===== src/smart_card_cfg_pkg.sv =====
// shared offsets, field layout, reset values and carriers for the socket configuration registers
package smart_card_cfg_pkg;

  // ----------------------------------------------------------------
  // configuration-space offsets of the two registers
  // ----------------------------------------------------------------
  localparam logic [7:0] CAP_CFG_OFS = 8'h58; // socket_capability_config
  localparam logic [7:0] PWR_CFG_OFS = 8'h54; // socket_power_delay_config

  // ----------------------------------------------------------------
  // values after global reset
  // ----------------------------------------------------------------
  localparam logic [31:0] CAP_CFG_RST = 32'h01101101;
  localparam logic [31:0] PWR_CFG_RST = 32'h00000000;

  // ----------------------------------------------------------------
  // field positions of socket_capability_config
  // ----------------------------------------------------------------
  localparam int SCRATCH_LSB = 28; // scratch_nibble, four bits
  localparam int SCRATCH_W = 4;
  localparam int CLASS_B_BIT = 24; // volt_class_b_support_s0
  localparam int CLASS_A_BIT = 20; // volt_class_a_support_s0
  localparam int PAY_IF_BIT = 16; // payment_iface_enable_s0
  localparam int GEN_PINS_BIT = 12; // general_pins_enable_s0
  localparam int LEG_MODE_BIT = 8; // legacy_card_mode_s0
  localparam int WAKE_BIT = 4; // insert_wake_enable_s0
  localparam int SKT_EN_BIT = 0; // socket_zero_enable

  // ----------------------------------------------------------------
  // field positions of socket_power_delay_config
  // ----------------------------------------------------------------
  localparam int PWR_DLY_LSB = 8; // legacy_socket_power_delay, in ms
  localparam int PWR_DLY_W = 8;

  // ----------------------------------------------------------------
  // carriers
  // ----------------------------------------------------------------
  // one configuration-space access from the host
  typedef struct packed {
    logic rd;
    logic wr;
    logic [7:0] addr;
    logic [3:0] be;
    logic [31:0] wdata;
  } cfg_req_t;

  // one word from the serial eeprom loader
  typedef struct packed {
    logic we;
    logic [7:0] addr;
    logic [31:0] data;
  } eeprom_word_t;

  // settings that steer the smart card socket logic
  typedef struct packed {
    logic socket_en;
    logic payment_iface_en;
    logic general_pins_en;
    logic legacy_card_mode;
    logic insert_wake_en;
    logic class_a_support;
    logic class_b_support;
  } socket_ctrl_t;

endpackage


===== src/cfg_field_reg.sv =====
// one writable configuration field, loadable by the host or by the eeprom
`timescale 1ns/100ps
`default_nettype none

module cfg_field_reg #(
  parameter int W = 1,
  parameter int LSB = 0,
  parameter logic [W-1:0] RST_VAL = '0
) (
  // clock and global reset
  input wire logic clk_in,
  input wire logic rst_in,
  // host write, already decoded to this register
  input wire logic host_we_in,
  input wire logic [3:0] host_be_in,
  input wire logic [31:0] host_wdata_in,
  // eeprom load, already decoded to this register
  input wire logic load_we_in,
  input wire logic [31:0] load_data_in,
  // stored field
  output logic [W-1:0] q_out
);

  // byte lane that carries this field; fields never straddle lanes
  localparam int LANE = LSB / 8;

  // ----------------------------------------------------------------
  // storage
  // ----------------------------------------------------------------
  // only the global reset loads RST_VAL; eeprom load wins a same-cycle clash
  // because the loader only runs right after reset, before host software
  always_ff @(posedge clk_in or posedge rst_in) begin
    if (rst_in) begin
      q_out <= RST_VAL;
    end else if (load_we_in) begin
      q_out <= load_data_in[LSB +: W];
    end else if (host_we_in && host_be_in[LANE]) begin
      q_out <= host_wdata_in[LSB +: W];
    end
  end

endmodule
`default_nettype wire


===== src/smart_card_socket_config_regs.sv =====
// socket capability and power-delay configuration registers of the smart card function
`timescale 1ns/100ps
`default_nettype none

// Notes on behaviour
// capability register at 0x58, resets 0x01101101
// power delay register at 0x54, resets zero
// only global reset restores defaults
// capability reserved fields read zero, ignore writes
// bit 24 advertises class b support
// bit 20 advertises class a support
// bit 16 enables payment card interface
// bit 12 enables socket general pins
// software sets bit 8 equal to strap
// bit 4 raises wake event on insertion
// bit 0 enables socket zero
// absent socket bits hard-wired zero, unwritable
// capability register readable through global mirror
// power delay register readable through global mirror
// bits 15-8 report power delay in ms, host read-only
// power delay field steers no hardware
// software waits reported delay before socket use
// power delay bits 31-16, 7-0 read zero
// bits 31-28 are a free scratch nibble
// writable fields load from host or eeprom
module smart_card_socket_config_regs (
  // clock and global reset
  input wire logic clk_in,
  input wire logic rst_in,
  // configuration-space access from the host
  input wire smart_card_cfg_pkg::cfg_req_t cfg_req_in,
  output logic [31:0] cfg_rdata_out,
  output logic cfg_rvalid_out,
  output logic cfg_hit_out,
  // serial eeprom load after global reset
  input wire smart_card_cfg_pkg::eeprom_word_t eeprom_word_in,
  // socket events
  input wire logic card_insert_in,
  output logic insert_wake_event_out,
  // settings toward the socket logic
  output smart_card_cfg_pkg::socket_ctrl_t socket_ctrl_out,
  // mirrors for the global control register set
  output logic [31:0] cap_mirror_out,
  output logic [31:0] pwr_mirror_out
);

  // ----------------------------------------------------------------
  // address decode
  // ----------------------------------------------------------------
  logic cap_sel; // host access targets the capability register
  logic pwr_sel; // host access targets the power delay register
  logic cap_host_we; // host write to the capability register
  logic cap_load_we; // eeprom word for the capability register
  logic pwr_load_we; // eeprom word for the power delay register

  // offsets decoded on the full byte address of the dword
  always_comb begin
    cap_sel = (cfg_req_in.addr == smart_card_cfg_pkg::CAP_CFG_OFS);
    pwr_sel = (cfg_req_in.addr == smart_card_cfg_pkg::PWR_CFG_OFS);
    cap_host_we = cfg_req_in.wr && cap_sel;
    cap_load_we = eeprom_word_in.we &&
                  (eeprom_word_in.addr == smart_card_cfg_pkg::CAP_CFG_OFS);
    pwr_load_we = eeprom_word_in.we &&
                  (eeprom_word_in.addr == smart_card_cfg_pkg::PWR_CFG_OFS);
  end

  // ----------------------------------------------------------------
  // capability register fields
  // ----------------------------------------------------------------
  logic [3:0] scratch_nibble; // free storage for firmware
  logic volt_class_b_support_s0; // advertises class b cards
  logic volt_class_a_support_s0; // advertises class a cards
  logic payment_iface_enable_s0; // turns on payment card interface
  logic general_pins_enable_s0; // turns on socket general pins
  logic legacy_card_mode_s0; // socket wired as legacy card socket
  logic insert_wake_enable_s0; // insertion raises wake event
  logic socket_zero_enable; // socket 0 on

  // scratch nibble: stored and returned, read by nothing else
  cfg_field_reg #(
    .W(smart_card_cfg_pkg::SCRATCH_W),
    .LSB(smart_card_cfg_pkg::SCRATCH_LSB),
    .RST_VAL(smart_card_cfg_pkg::CAP_CFG_RST[smart_card_cfg_pkg::SCRATCH_LSB +:
             smart_card_cfg_pkg::SCRATCH_W])
  ) u_scratch (
    .clk_in(clk_in),
    .rst_in(rst_in),
    .host_we_in(cap_host_we),
    .host_be_in(cfg_req_in.be),
    .host_wdata_in(cfg_req_in.wdata),
    .load_we_in(cap_load_we),
    .load_data_in(eeprom_word_in.data),
    .q_out(scratch_nibble)
  );

  // class b support flag, advertised and passed to the socket logic
  cfg_field_reg #(
    .W(1),
    .LSB(smart_card_cfg_pkg::CLASS_B_BIT),
    .RST_VAL(smart_card_cfg_pkg::CAP_CFG_RST[smart_card_cfg_pkg::CLASS_B_BIT])
  ) u_class_b (
    .clk_in(clk_in),
    .rst_in(rst_in),
    .host_we_in(cap_host_we),
    .host_be_in(cfg_req_in.be),
    .host_wdata_in(cfg_req_in.wdata),
    .load_we_in(cap_load_we),
    .load_data_in(eeprom_word_in.data),
    .q_out(volt_class_b_support_s0)
  );

  // class a support flag, advertised and passed to the socket logic
  cfg_field_reg #(
    .W(1),
    .LSB(smart_card_cfg_pkg::CLASS_A_BIT),
    .RST_VAL(smart_card_cfg_pkg::CAP_CFG_RST[smart_card_cfg_pkg::CLASS_A_BIT])
  ) u_class_a (
    .clk_in(clk_in),
    .rst_in(rst_in),
    .host_we_in(cap_host_we),
    .host_be_in(cfg_req_in.be),
    .host_wdata_in(cfg_req_in.wdata),
    .load_we_in(cap_load_we),
    .load_data_in(eeprom_word_in.data),
    .q_out(volt_class_a_support_s0)
  );

  // payment card interface enable
  cfg_field_reg #(
    .W(1),
    .LSB(smart_card_cfg_pkg::PAY_IF_BIT),
    .RST_VAL(smart_card_cfg_pkg::CAP_CFG_RST[smart_card_cfg_pkg::PAY_IF_BIT])
  ) u_pay_if (
    .clk_in(clk_in),
    .rst_in(rst_in),
    .host_we_in(cap_host_we),
    .host_be_in(cfg_req_in.be),
    .host_wdata_in(cfg_req_in.wdata),
    .load_we_in(cap_load_we),
    .load_data_in(eeprom_word_in.data),
    .q_out(payment_iface_enable_s0)
  );

  // general pins enable
  cfg_field_reg #(
    .W(1),
    .LSB(smart_card_cfg_pkg::GEN_PINS_BIT),
    .RST_VAL(smart_card_cfg_pkg::CAP_CFG_RST[smart_card_cfg_pkg::GEN_PINS_BIT])
  ) u_gen_pins (
    .clk_in(clk_in),
    .rst_in(rst_in),
    .host_we_in(cap_host_we),
    .host_be_in(cfg_req_in.be),
    .host_wdata_in(cfg_req_in.wdata),
    .load_we_in(cap_load_we),
    .load_data_in(eeprom_word_in.data),
    .q_out(general_pins_enable_s0)
  );

  // legacy card mode; no check against the strap here, software must
  // keep the two equal, so a mismatch simply passes through
  cfg_field_reg #(
    .W(1),
    .LSB(smart_card_cfg_pkg::LEG_MODE_BIT),
    .RST_VAL(smart_card_cfg_pkg::CAP_CFG_RST[smart_card_cfg_pkg::LEG_MODE_BIT])
  ) u_leg_mode (
    .clk_in(clk_in),
    .rst_in(rst_in),
    .host_we_in(cap_host_we),
    .host_be_in(cfg_req_in.be),
    .host_wdata_in(cfg_req_in.wdata),
    .load_we_in(cap_load_we),
    .load_data_in(eeprom_word_in.data),
    .q_out(legacy_card_mode_s0)
  );

  // wake-on-insertion enable
  cfg_field_reg #(
    .W(1),
    .LSB(smart_card_cfg_pkg::WAKE_BIT),
    .RST_VAL(smart_card_cfg_pkg::CAP_CFG_RST[smart_card_cfg_pkg::WAKE_BIT])
  ) u_wake (
    .clk_in(clk_in),
    .rst_in(rst_in),
    .host_we_in(cap_host_we),
    .host_be_in(cfg_req_in.be),
    .host_wdata_in(cfg_req_in.wdata),
    .load_we_in(cap_load_we),
    .load_data_in(eeprom_word_in.data),
    .q_out(insert_wake_enable_s0)
  );

  // socket 0 enable
  cfg_field_reg #(
    .W(1),
    .LSB(smart_card_cfg_pkg::SKT_EN_BIT),
    .RST_VAL(smart_card_cfg_pkg::CAP_CFG_RST[smart_card_cfg_pkg::SKT_EN_BIT])
  ) u_skt_en (
    .clk_in(clk_in),
    .rst_in(rst_in),
    .host_we_in(cap_host_we),
    .host_be_in(cfg_req_in.be),
    .host_wdata_in(cfg_req_in.wdata),
    .load_we_in(cap_load_we),
    .load_data_in(eeprom_word_in.data),
    .q_out(socket_zero_enable)
  );

  // ----------------------------------------------------------------
  // power delay register field
  // ----------------------------------------------------------------
  logic [7:0] legacy_socket_power_delay; // switch settling time in ms

  // host writes never reach it: the host write strobe is tied low
  cfg_field_reg #(
    .W(smart_card_cfg_pkg::PWR_DLY_W),
    .LSB(smart_card_cfg_pkg::PWR_DLY_LSB),
    .RST_VAL(smart_card_cfg_pkg::PWR_CFG_RST[smart_card_cfg_pkg::PWR_DLY_LSB +:
             smart_card_cfg_pkg::PWR_DLY_W])
  ) u_pwr_dly (
    .clk_in(clk_in),
    .rst_in(rst_in),
    .host_we_in(1'b0),
    .host_be_in(cfg_req_in.be),
    .host_wdata_in(cfg_req_in.wdata),
    .load_we_in(pwr_load_we),
    .load_data_in(eeprom_word_in.data),
    .q_out(legacy_socket_power_delay)
  );

  // ----------------------------------------------------------------
  // register images
  // ----------------------------------------------------------------
  logic [31:0] cap_image; // capability register as read
  logic [31:0] pwr_image; // power delay register as read

  // reserved bits and the bits of the absent second socket are
  // constant zero, so nothing is stored for them and writes vanish
  always_comb begin
    cap_image = 32'h00000000;
    cap_image[smart_card_cfg_pkg::SCRATCH_LSB +: smart_card_cfg_pkg::SCRATCH_W] =
      scratch_nibble;
    cap_image[smart_card_cfg_pkg::CLASS_B_BIT] = volt_class_b_support_s0;
    cap_image[smart_card_cfg_pkg::CLASS_A_BIT] = volt_class_a_support_s0;
    cap_image[smart_card_cfg_pkg::PAY_IF_BIT] = payment_iface_enable_s0;
    cap_image[smart_card_cfg_pkg::GEN_PINS_BIT] = general_pins_enable_s0;
    cap_image[smart_card_cfg_pkg::LEG_MODE_BIT] = legacy_card_mode_s0;
    cap_image[smart_card_cfg_pkg::WAKE_BIT] = insert_wake_enable_s0;
    cap_image[smart_card_cfg_pkg::SKT_EN_BIT] = socket_zero_enable;
  end

  // only the delay byte is live; everything around it reads zero
  always_comb begin
    pwr_image = 32'h00000000;
    pwr_image[smart_card_cfg_pkg::PWR_DLY_LSB +: smart_card_cfg_pkg::PWR_DLY_W] =
      legacy_socket_power_delay;
  end

  // ----------------------------------------------------------------
  // configuration read path
  // ----------------------------------------------------------------
  logic [31:0] cfg_rdata_r; // read data held until the next read
  logic cfg_rvalid_r; // one-cycle read answer

  // answer one cycle after the read; unmapped offsets return zero
  always_ff @(posedge clk_in or posedge rst_in) begin
    if (rst_in) begin
      cfg_rdata_r <= 32'h00000000;
    end else if (cfg_req_in.rd) begin
      if (cap_sel) begin
        cfg_rdata_r <= cap_image;
      end else if (pwr_sel) begin
        cfg_rdata_r <= pwr_image;
      end else begin
        cfg_rdata_r <= 32'h00000000;
      end
    end
  end

  // read answer strobe
  always_ff @(posedge clk_in or posedge rst_in) begin
    if (rst_in) begin
      cfg_rvalid_r <= 1'b0;
    end else begin
      cfg_rvalid_r <= cfg_req_in.rd;
    end
  end

  assign cfg_rdata_out = cfg_rdata_r;
  assign cfg_rvalid_out = cfg_rvalid_r;
  // claim the cycle so the function decoder can route the access
  assign cfg_hit_out = (cfg_req_in.rd || cfg_req_in.wr) && (cap_sel || pwr_sel);

  // ----------------------------------------------------------------
  // mirrors for the global control register set
  // ----------------------------------------------------------------
  logic [31:0] cap_mirror_r; // registered copy of the capability image
  logic [31:0] pwr_mirror_r; // registered copy of the power delay image

  // copies lag the registers by one cycle; the global set reads them
  // on its own schedule, so the extra cycle is harmless
  always_ff @(posedge clk_in or posedge rst_in) begin
    if (rst_in) begin
      cap_mirror_r <= smart_card_cfg_pkg::CAP_CFG_RST;
      pwr_mirror_r <= smart_card_cfg_pkg::PWR_CFG_RST;
    end else begin
      cap_mirror_r <= cap_image;
      pwr_mirror_r <= pwr_image;
    end
  end

  assign cap_mirror_out = cap_mirror_r;
  assign pwr_mirror_out = pwr_mirror_r;

  // ----------------------------------------------------------------
  // settings toward the socket logic
  // ----------------------------------------------------------------
  // the power delay byte is deliberately absent: it times nothing
  always_comb begin
    socket_ctrl_out.socket_en = socket_zero_enable;
    socket_ctrl_out.payment_iface_en = payment_iface_enable_s0;
    socket_ctrl_out.general_pins_en = general_pins_enable_s0;
    socket_ctrl_out.legacy_card_mode = legacy_card_mode_s0;
    socket_ctrl_out.insert_wake_en = insert_wake_enable_s0;
    socket_ctrl_out.class_a_support = volt_class_a_support_s0;
    socket_ctrl_out.class_b_support = volt_class_b_support_s0;
  end

  // ----------------------------------------------------------------
  // wake event on card insertion
  // ----------------------------------------------------------------
  logic insert_wake_event_r; // one-cycle wake request

  // insertion pulse forwarded only while wake-on-insertion is enabled
  always_ff @(posedge clk_in or posedge rst_in) begin
    if (rst_in) begin
      insert_wake_event_r <= 1'b0;
    end else begin
      insert_wake_event_r <= card_insert_in && insert_wake_enable_s0;
    end
  end

  assign insert_wake_event_out = insert_wake_event_r;

endmodule
`default_nettype wire


===== config.mk =====
export PLATFORM = sky130hd
export DESIGN_NAME = smart_card_socket_config_regs
export DESIGN_NICKNAME = d
export VERILOG_FILES = /design/src/smart_card_cfg_pkg.sv /design/src/cfg_field_reg.sv /design/src/smart_card_socket_config_regs.sv
export SDC_FILE = /design/constraint.sdc
export NUM_CORES = 1
export LEC_CHECK = 0
export BUFFER_PORTS_ARGS = -buffer_cell sky130_fd_sc_hd__buf_2
export CELL_PAD_IN_SITES_DETAIL_PLACEMENT = 1
export CELL_PAD_IN_SITES_GLOBAL_PLACEMENT = 1
export CORE_UTILIZATION = 29
export DETAILED_ROUTE_END_ITERATION = 10
export HOLD_SLACK_MARGIN = 0.05
export MAX_ROUTING_LAYER = met4
export PLACE_DENSITY_LB_ADDON = 0.1
export SLEW_MARGIN = 20
export SYNTH_ARGS = -nofsm -noshare
export SYNTH_HDL_FRONTEND = slang
export SYNTH_SLANG_ARGS = --single-unit

===== constraint.sdc =====
create_clock -name clk_in -period 1.96 [get_ports clk_in]
set_input_delay 0.196 -clock clk_in [delete_from_list [all_inputs] [get_ports clk_in]]
set_output_delay 0.196 -clock clk_in [all_outputs]
set_load 0.005 [all_outputs]

==> impl_metrics.tcl, run 1 <==
set metrics [dict create \
    ys_top_cells_by_count "buf_4, dfrtp_1, a22o_1, a31oi_1" \
    drtPass1Iterations 4 \
    die_w_um 99.9 \
    drtAntennaViolNets 0 \
    yosysTopAreaCellShare_pct 42.3 \
    clockRootBuffer "clkbuf_8" \
    synthFlopType "dfrtp_1" \
    ys_ff_latch 57 \
    drv_cap 0 \
    detailed_place_hpwl_mm 5.20 \
    ys_seq_area_share_pct 51.8 \
    whs_ps 69.1 \
    routed_wl_mm 7.05 \
    crit_arrival_ps 1680 \
    nNetsFinal 433 \
    worstHoldPathCells 1 \
    antenna_found_initial 0 \
    end_kind "flop" \
    grt_pass1_vias 2034 \
    grt_pass1_wl_mm 10.9 \
    ctsResizeCount 0 \
    gr-total-overflow 0 \
    status "completed" \
    cts.sinks 57 \
    synth_edf_count 0 \
    critical_path_class "in2reg" \
    clk_pin_slew_ps 70 \
    hold_path_startpoint "cfg_req_in[45]" \
    fillers 1099 \
    clock_skew_ps 9.02 \
    stdcell_area_sq_um 3420 \
    maxSlewViolCount 0 \
    die_h_um 99.9 \
    numCtsBuffers 9 \
    worstRegToRegCells 2 \
    p_leak_uw 0.00181 \
    ir_worst_vdd_mv 0.269 \
    drt-wirelength-per-cell_um 14.8 \
    regToRegStartpoint "u_pwr_dly.q_out[0]" \
    die_area_sq_um 9980 \
    crit_fanout 9 \
    hold_viol 0 \
    initial_utilization_pct 29.9 \
    grt_max_degree 58 \
    clk_latency_ps 330 \
    vias 2059 \
    cts_tree "yes" \
    drive_gt1_share_pct 43.1 \
    post-place-ws_ps 117 \
    yosys_warnings 0 \
    crit_required_ps 2150 \
    cts_max_path_buffers 2 \
    via_per_inst 4.32 \
    areaGrowthSynthToFinish_pct 23.2 \
    power_density_nw_per_um2 785 \
    fin_crit_ps 1490 \
    synthTopCellsByArea "dfrtp_1, buf_4, dfstp_2" \
    num_io_pins 196 \
    reg2reg_slack_ps 990 \
    setup_ws_ps 473 \
    drc 0 \
    syn_area_per_cell_sq_um 11.5 \
    setup-tns-final_ps 0 \
    grt_usage_pct 15.0 \
    place_congestion 0.806 \
    synth_top_cell_by_area "dfrtp_1" \
    yosysUniqueCellTypes 34 \
    holdPathEnd "cfg_rvalid_out" \
    hold_class "in2reg" \
    synth_area_sq_um 2780 \
    synth_most_common_cell "buf_4" \
    core_sq_um 9280 \
    setup_viol 0 \
    dpl_cell_area_sq_um 3210 \
    critPathLaunchType "primary input" \
    rsz0062_at_grt "no" \
    drt_iter0_markers 54 \
    rows 35 \
    max_freq_ghz 0.672 \
    num_antenna_cells 0 \
    async_flop_share_pct 100 \
    portBuffers 99 \
    period_share_pct 75.9 \
    timing.rr.end "cfg_rdata_out[8]" \
    htreeDepth 3 \
    syn_inst 241 \
]
## registers in the layout, indices dropped and copies added (netlist names), 4 cells and up
register,count
cap_mirror_out,11
pwr_mirror_out,8
u_scratch.q_out,4
cfg_rdata_out,17
u_pwr_dly.q_out,8
## critical path, stage by stage
cell     delay, ps
buf_2          130
or4b_1         730
buf_4          250
o31ai_1        250
a31oi_1        120
## kinds of logic after synthesis
family / after synthesis / synth area share [%]
other cells: 1 / 0.135
flops: 57 / 51.8
simple gates: 53 / 12.3
compound gates: 40 / 10.9
buf+inv: 81 / 20.3
mux: 8 / 4.32
xor+xnor: 1 / 0.315
## power by group
| group | switching, uW | total (uW) | internal (uW) |
|---|---|---|---|
| Clock | 487 | 1110 | 623 |
| Combinational | 156 | 282 | 125 |
| Sequential | 39.7 | 1300 | 1260 |
## worst max-delay path by stage
stage,from,slack [ps],end
after floorplan,eeprom_word_in[33],340,u_pwr_dly.q_out[0]
after global placement,cfg_req_in[38],130,u_scratch.q_out[3]
after detailed placement,cfg_req_in[38],120,u_scratch.q_out[3]
after CTS,cfg_req_in[38],480,u_scratch.q_out[3]
after global routing,cfg_req_in[38],340,u_scratch.q_out[3]
final,cfg_req_in[38],470,u_scratch.q_out[3]
## cell type report
class / count / area [sq um] / share of cell area, %
Sequential cell: 57 / 1440 / 42.0
Tap cell: 129 / 161 / 4.71
Clock buffer: 10 / 138 / 4.02
Clock inverter: 6 / 66.3 / 1.94
Timing Repair Buffer: 111 / 601 / 17.5
Inverter: 2 / 7.51 / 0.219
Multi-Input combinational cell: 162 / 1010 / 29.6
## per-stage QoR
stage / cells / total power (uW) / utilization, %
finish: 477 / 2690 / 36.9
global route: 477 / 2840 / 36.9
global placement: 460 / 1600 / 34.6
detailed placement: 460 / 1610 / 34.6
CTS: 477 / 2740 / 36.9
floorplan: 300 / 1550 / -
## timing repair
| item | 4_1_cts | 5_1_grt |
|---|---|---|
| buffers inserted | 0 | 0 |
| hold buffers | 1 | 0 |
| endpoints found under the hold margin | 47 | 0 |
## layout by cell type (no fill, tap or decap), types with 2 or more instances in the layout
cell type	instances
nor4_1	11
buf_4	10
nand2_1	4
dfrtp_1	47
nand4_1	5
nand3_1	8
and3_1	7
a22o_1	15
and2_1	3
mux2_4	8
dfstp_2	10
buf_2	99
a31oi_1	12
clkinvlp_4	3
conb_1	60
clkbuf_8	10
o31ai_1	11
nor2_1	2
## metal layers
layer	global-route usage (%)	vias up	wire, um
li1	-	948	-
met1	17.6	1002	2900
met2	25.2	103	3600
met3	3.27	6	461
met4	5.77	0	78
met5	-	-	0
Power figures use the tool's default switching activity.
==> inputs of run 2 (changes only) <==
- ABC_AREA: unset -> 1
- clock period: 1.96 -> 1.4 ns (I/O delays scaled with it)
==> impl_metrics.tcl, run 2 <==
set metrics [dict create \
    hold_path_startpoint "eeprom_word_in[14]" \
    synthAdderAreaFrac_pct 0 \
    dp.cells 543 \
    die_h_um 102 \
    most-common-layout-cells "nand2_1, buf_2, conb_1" \
    num_io_pins 196 \
    synth-compound-area-share_pct 2.74 \
    synth_top_cell_by_area "dfrtp_1" \
    drtPass1Iterations 4 \
    hold_viol 0 \
    cp_top_family "simple AND/OR/NAND/NOR gates" \
    clk_pin_slew_ps 60 \
    areaGrowthSynthToFinish_pct 21.8 \
    worstRegToRegCells 4 \
    antenna_found_initial 0 \
    synth_most_common_cell "nand2_1" \
    power_density_nw_per_um2 992 \
    crit_top_cell "buf_2" \
    cp_cell_sequence "buf_2 > nor2_1 > nand2_1 > nor2_4 > o22a_1 > buf_2" \
    drc 0 \
    finalNonFillerCells 565 \
    rows 35 \
    ys_top_cells_by_count "nand2_1, buf_4, dfrtp_1, nand3_1, inv_1" \
    fillers 1197 \
    end_kind "primary output" \
    via_per_inst 3.90 \
    dpl_cell_area_sq_um 3270 \
    grt_max_degree 58 \
    stdcell_area_sq_um 3500 \
    largest_reg_flops 17 \
    drtAntennaViolNets 0 \
    synth_top_family_by_area "simple AND/OR/NAND/NOR gates" \
    rsz0062_at_grt "no" \
    drt-wirelength-per-cell_um 11.8 \
    clk_latency_ps 330 \
    crit_fanout 10 \
    synthTopCellsByArea "dfrtp_1, buf_4, nand2_1" \
    period_share_pct 87.4 \
    setup_viol 0 \
    clockRootBuffer "clkbuf_8" \
    timing.rr.end "cfg_rdata_out[12]" \
    synth-simple-area-share_pct 25.0 \
    grt_usage_pct 14.2 \
    p_total_uw 3480 \
    layout_commonest_cell "nand2_1" \
    synth_area_sq_um 2880 \
    synth_edf_count 0 \
    numCtsBuffers 9 \
    die_area_sq_um 10300 \
    cts.sinks 57 \
    routed_wl_mm 6.68 \
    syn_area_per_cell_sq_um 8.88 \
    gr-total-overflow 0 \
    ys_seq_area_share_pct 50.0 \
    place_congestion 0.689 \
    synthFlopType "dfrtp_1" \
    syn_inst 324 \
    vias 2206 \
    synth-xor-area-share_pct 0 \
    htreeDepth 3 \
    cts_setup_buffers 0 \
    cp_slowest_stage_delay_ps 280 \
    yosysTopAreaCellShare_pct 40.9 \
    fin_crit_ps 1220 \
    status "completed" \
    ir_worst_vdd_mv 0.387 \
    critPathLaunchType "primary input" \
    p_leak_uw 0.00211 \
    ys_ff_latch 57 \
    crit_path_top_delay_cell "nor2_4" \
    cts_max_path_buffers 2 \
    max_freq_ghz 0.817 \
    drv_cap 0 \
    hold_class "in2reg" \
    reg2reg_slack_ps 560 \
    drive_gt1_share_pct 34.6 \
    portBuffers 99 \
    synth.area.mux_share_pct 0 \
    holdPathEnd "u_pwr_dly.q_out[6]" \
    seqCellArea_sq_um 1440 \
    detailed_place_hpwl_mm 4.99 \
    critical_path_class "in2out" \
    yosysUniqueCellTypes 23 \
    yosys_warnings 0 \
    nNetsFinal 521 \
    core_sq_um 9420 \
    regToRegStartpoint "u_gen_pins.q_out" \
    grt_pass1_wl_mm 10.7 \
    initial_utilization_pct 30.6 \
    setup-tns-final_ps 0 \
    crit_arrival_ps 1080 \
    cts_tree "yes" \
    fin_util_pct 37.2 \
    maxSlewViolCount 0 \
    cp.buffers_inverters 2 \
    async_flop_share_pct 100 \
    grt_pass1_vias 2126 \
    worstHoldPathCells 3 \
    drt_iter0_markers 87 \
    die_w_um 102 \
    num_antenna_cells 0 \
    multi_input_area_sq_um 1020 \
    clock_skew_ps 5.38 \
    crit_required_ps 1260 \
]
-- run 2: cell count changes after synthesis, moves of 12 or more --
cell / before / now
nand3_1: 8 / 44
a31oi_1: 12 / 0
a22o_1: 15 / 0
inv_1: 1 / 18
nand2_1: 4 / 100
-- run 2: kinds of logic (layout without fill, tap and decap cells) --
kind of cell    Yosys count  count (layout)
flops                    57              57
simple gates            161             161
buf+inv                  96             149
compound gates            9               9
other cells               1              60
-- run 2: worst reg2reg max path, stage by stage (launching register included) --
cell and delay, ps:
dfstp_2 570, nand2_1 60, nand2_1 60, nand2_1 40, nand2_1 60
-- run 2: metrics by stage --
stage / hold slack, ps / setup WS [ps]
finish: 60.7 / 177
global route: 76.7 / 67.9
CTS: 55.5 / 148
detailed placement: 245 / 61.0
global placement: 242 / 95.0
floorplan: 171 / 436
-- run 2: how the worst max path moves through the flow --
stage | from | endpoint | slack, ps | depth (start not counted)
5_1_grt | cfg_req_in[37] | cfg_hit_out | 70 | 6
3_5_place_dp | cfg_req_in[37] | u_scratch.q_out[0] | 60 | 8
3_3_place_gp | cfg_req_in[37] | u_scratch.q_out[0] | 100 | 8
2_1_floorplan | eeprom_word_in[32] | u_pwr_dly.q_out[0] | 440 | 7
6_report | cfg_req_in[37] | cfg_hit_out | 180 | 6
4_1_cts | cfg_req_in[37] | cfg_hit_out | 150 | 6
-- run 2: repair_timing --
action / 4_1_cts / 5_1_grt
hold buffers: 6 / 0
endpoints found under the hold margin: 52 / 0
resized for setup: 0 / 0
-- run 2: layout make-up --
cell class,instances,share of cell area (%)
well taps,129,4.61
clock buffers,13,4.53
flip-flops and latches,57,41.1
multi-input cells,230,29.2
inverters,20,2.25
clock inverters,3,0.428
repair buffers,113,17.9
-- run 2: per-layer routing --
metal / GRT usage, % / vias to the layer above / share of wire, %
met2: 21.0 / 106 / 44
met5: - / - / 0
met4: 6.69 / 0 / 1.9
met1: 18.7 / 996 / 47
met3: 2.76 / 10 / 7.1
li1: - / 1094 / -
-- run 2: power breakdown --
group | internal, uW | switching (uW) | leakage, uW
combinational | 143 | 203 | 0.00126
clock | 730 | 621 | 0.0000932
sequential | 1730 | 44.8 | 0.000752
==> inputs of run 3 (changes only) <==
--- a/config.mk
+++ b/config.mk
@@ -7,5 +7,5 @@
 export LEC_CHECK = 0
 export ABC_AREA = 1
-export BUFFER_PORTS_ARGS = -buffer_cell sky130_fd_sc_hd__buf_2
+export BUFFER_PORTS_ARGS = -buffer_cell sky130_fd_sc_hd__buf_4
 export CELL_PAD_IN_SITES_DETAIL_PLACEMENT = 1
 export CELL_PAD_IN_SITES_GLOBAL_PLACEMENT = 1
==> constraint.sdc (replaced) <==
create_clock -name clk_in -period 1.4 [get_ports clk_in]
set_input_delay 0.28 -clock clk_in [delete_from_list [all_inputs] [get_ports clk_in]]
set_output_delay 0.28 -clock clk_in [all_outputs]
set_load 0.005 [all_outputs]
==> impl_metrics.tcl, run 3 (synthesis results as in run 2) <==
set metrics [dict create \
    status "completed" \
    detailed_place_hpwl_mm 5.30 \
    crit_required_ps 1120 \
    most-common-layout-cells "buf_4, nand2_1, conb_1" \
    clock_skew_ps 6.72 \
    num_io_pins 196 \
    post-place-ws_ps -22.3 \
    drive_gt1_share_pct 36.3 \
    clk_latency_ps 340 \
    power_density_nw_per_um2 1030 \
    drv_cap 0 \
    drtPass1Iterations 4 \
    setup_viol 0 \
    portBuffers 99 \
    grt_max_degree 27 \
    antenna_found_initial 0 \
    hold_class "in2reg" \
    crit_arrival_ps 1030 \
    drtAntennaViolNets 0 \
    drc 0 \
    end_kind "primary output" \
    p_leak_uw 0.00216 \
    clk_pin_slew_ps 60 \
    layout_commonest_cell "buf_4" \
    ir_worst_vdd_mv 0.374 \
    period_share_pct 93.7 \
    p_total_uw 3920 \
    crit_fanout 2 \
    drt-wirelength-per-cell_um 12.2 \
    die_w_um 102 \
    rows 35 \
    grt_pass1_wl_mm 11.0 \
    die_area_sq_um 10300 \
    numCtsBuffers 9 \
    finalNonFillerCells 561 \
    cts.sinks 57 \
    die_h_um 102 \
    maxSlewViolCount 0 \
    hold_viol 0 \
    clockRootBuffer "clkbuf_8" \
    largest_reg_flops 17 \
    cts_tree "yes" \
    grt_pass1_vias 2142 \
    max_freq_ghz 0.762 \
    dp.cells 544 \
    fin_crit_ps 1310 \
    routed_wl_mm 6.83 \
    grt_usage_pct 14.6 \
    vias 2231 \
    nNetsFinal 517 \
    stdcell_area_sq_um 3810 \
    drt_iter0_markers 54 \
    cts_max_path_buffers 2 \
    gr-total-overflow 0 \
    via_per_inst 3.98 \
    place_congestion 0.674 \
    critPathLaunchType "primary input" \
    areaGrowthSynthToFinish_pct 32.4 \
    dpl_cell_area_sq_um 3560 \
    core_sq_um 9420 \
    setup_ws_ps 88.0 \
    num_antenna_cells 0 \
    initial_utilization_pct 30.6 \
    htreeDepth 3 \
    rsz0062_at_grt "no" \
    critical_path_class "in2out" \
    setup-tns-final_ps 0 \
]
==> run 3: cell types whose count changed in the layout (fill, tap and decap cells not counted), moves of 3 or more <==
cell | previous run | this run
dlygate4sd3_1 | 6 | 1
clkinv_2 | 3 | 0
buf_4 | 7 | 104
buf_2 | 99 | 0
clkinvlp_4 | 1 | 4
buf_12 | 1 | 4
==> run 3: layer usage <==
| layer | vias up | routed length [um] | GRT usage [%] |
|---|---|---|---|
| met2 | 107 | 3130 | 22.2 |
| met1 | 1019 | 3100 | 18.2 |
| li1 | 1098 | - | - |
| met3 | 7 | 498 | 3.73 |
| met5 | - | 0 | - |
| met4 | 0 | 95 | 6.35 |
==> run 3: cell type report <==
cell class	instances	area, sq um
clock buffer	10	138
clock inverter	6	91.3
fill	1146	5610
inverter	20	78.8
multi-input combinational	230	1030
sequential	57	1440
tap	129	161
timing repair buffer	109	871
==> run 3: through the flow <==
step / utilization [%] / hold WS, ps
finish: 40.5 / 141
global route: 40.5 / 141
CTS: 40.4 / 120
detailed placement: 37.8 / 328
global placement: 37.8 / 324
floorplan: - / 311
==> run 3: critical path, cell delays in order <==
cell     delay [ps]
buf_4           110
nor2_1          130
nand2_2         100
nor2_4          150
o22a_1          160
buf_4           100
==> run 3: final timing paths <==
kind | from | to | slack (ps) | cells past startpoint
max | cfg_req_in[41] | cfg_hit_out | 90 | 6
min | card_insert_in | insert_wake_event_out | 140 | 3
max reg2reg | u_gen_pins.q_out | cfg_rdata_out[12] | 560 | 4
min reg2reg | u_leg_mode.q_out | cap_mirror_out[8] | 390 | 0
max in group asynchronous | rst_in | u_class_b.q_out | 340 | 4
min in group asynchronous | rst_in | cfg_rdata_out[13] | 520 | 3
==> run 3: repair_timing <==
item                                    4_1_cts  5_1_grt
endpoints found under the hold margin        13        0
endpoints found under the setup margin        0        1
hold buffers                                  1        0
buffers inserted                              0        0
gates resized for setup                       0        3
==> run 3: power breakdown <==
part | total (uW) | internal [uW] | switching [uW]
clock network | 1730 | 1050 | 677
registers | 1780 | 1730 | 49.4
logic | 414 | 208 | 206
total | 3920 | 2990 | 933
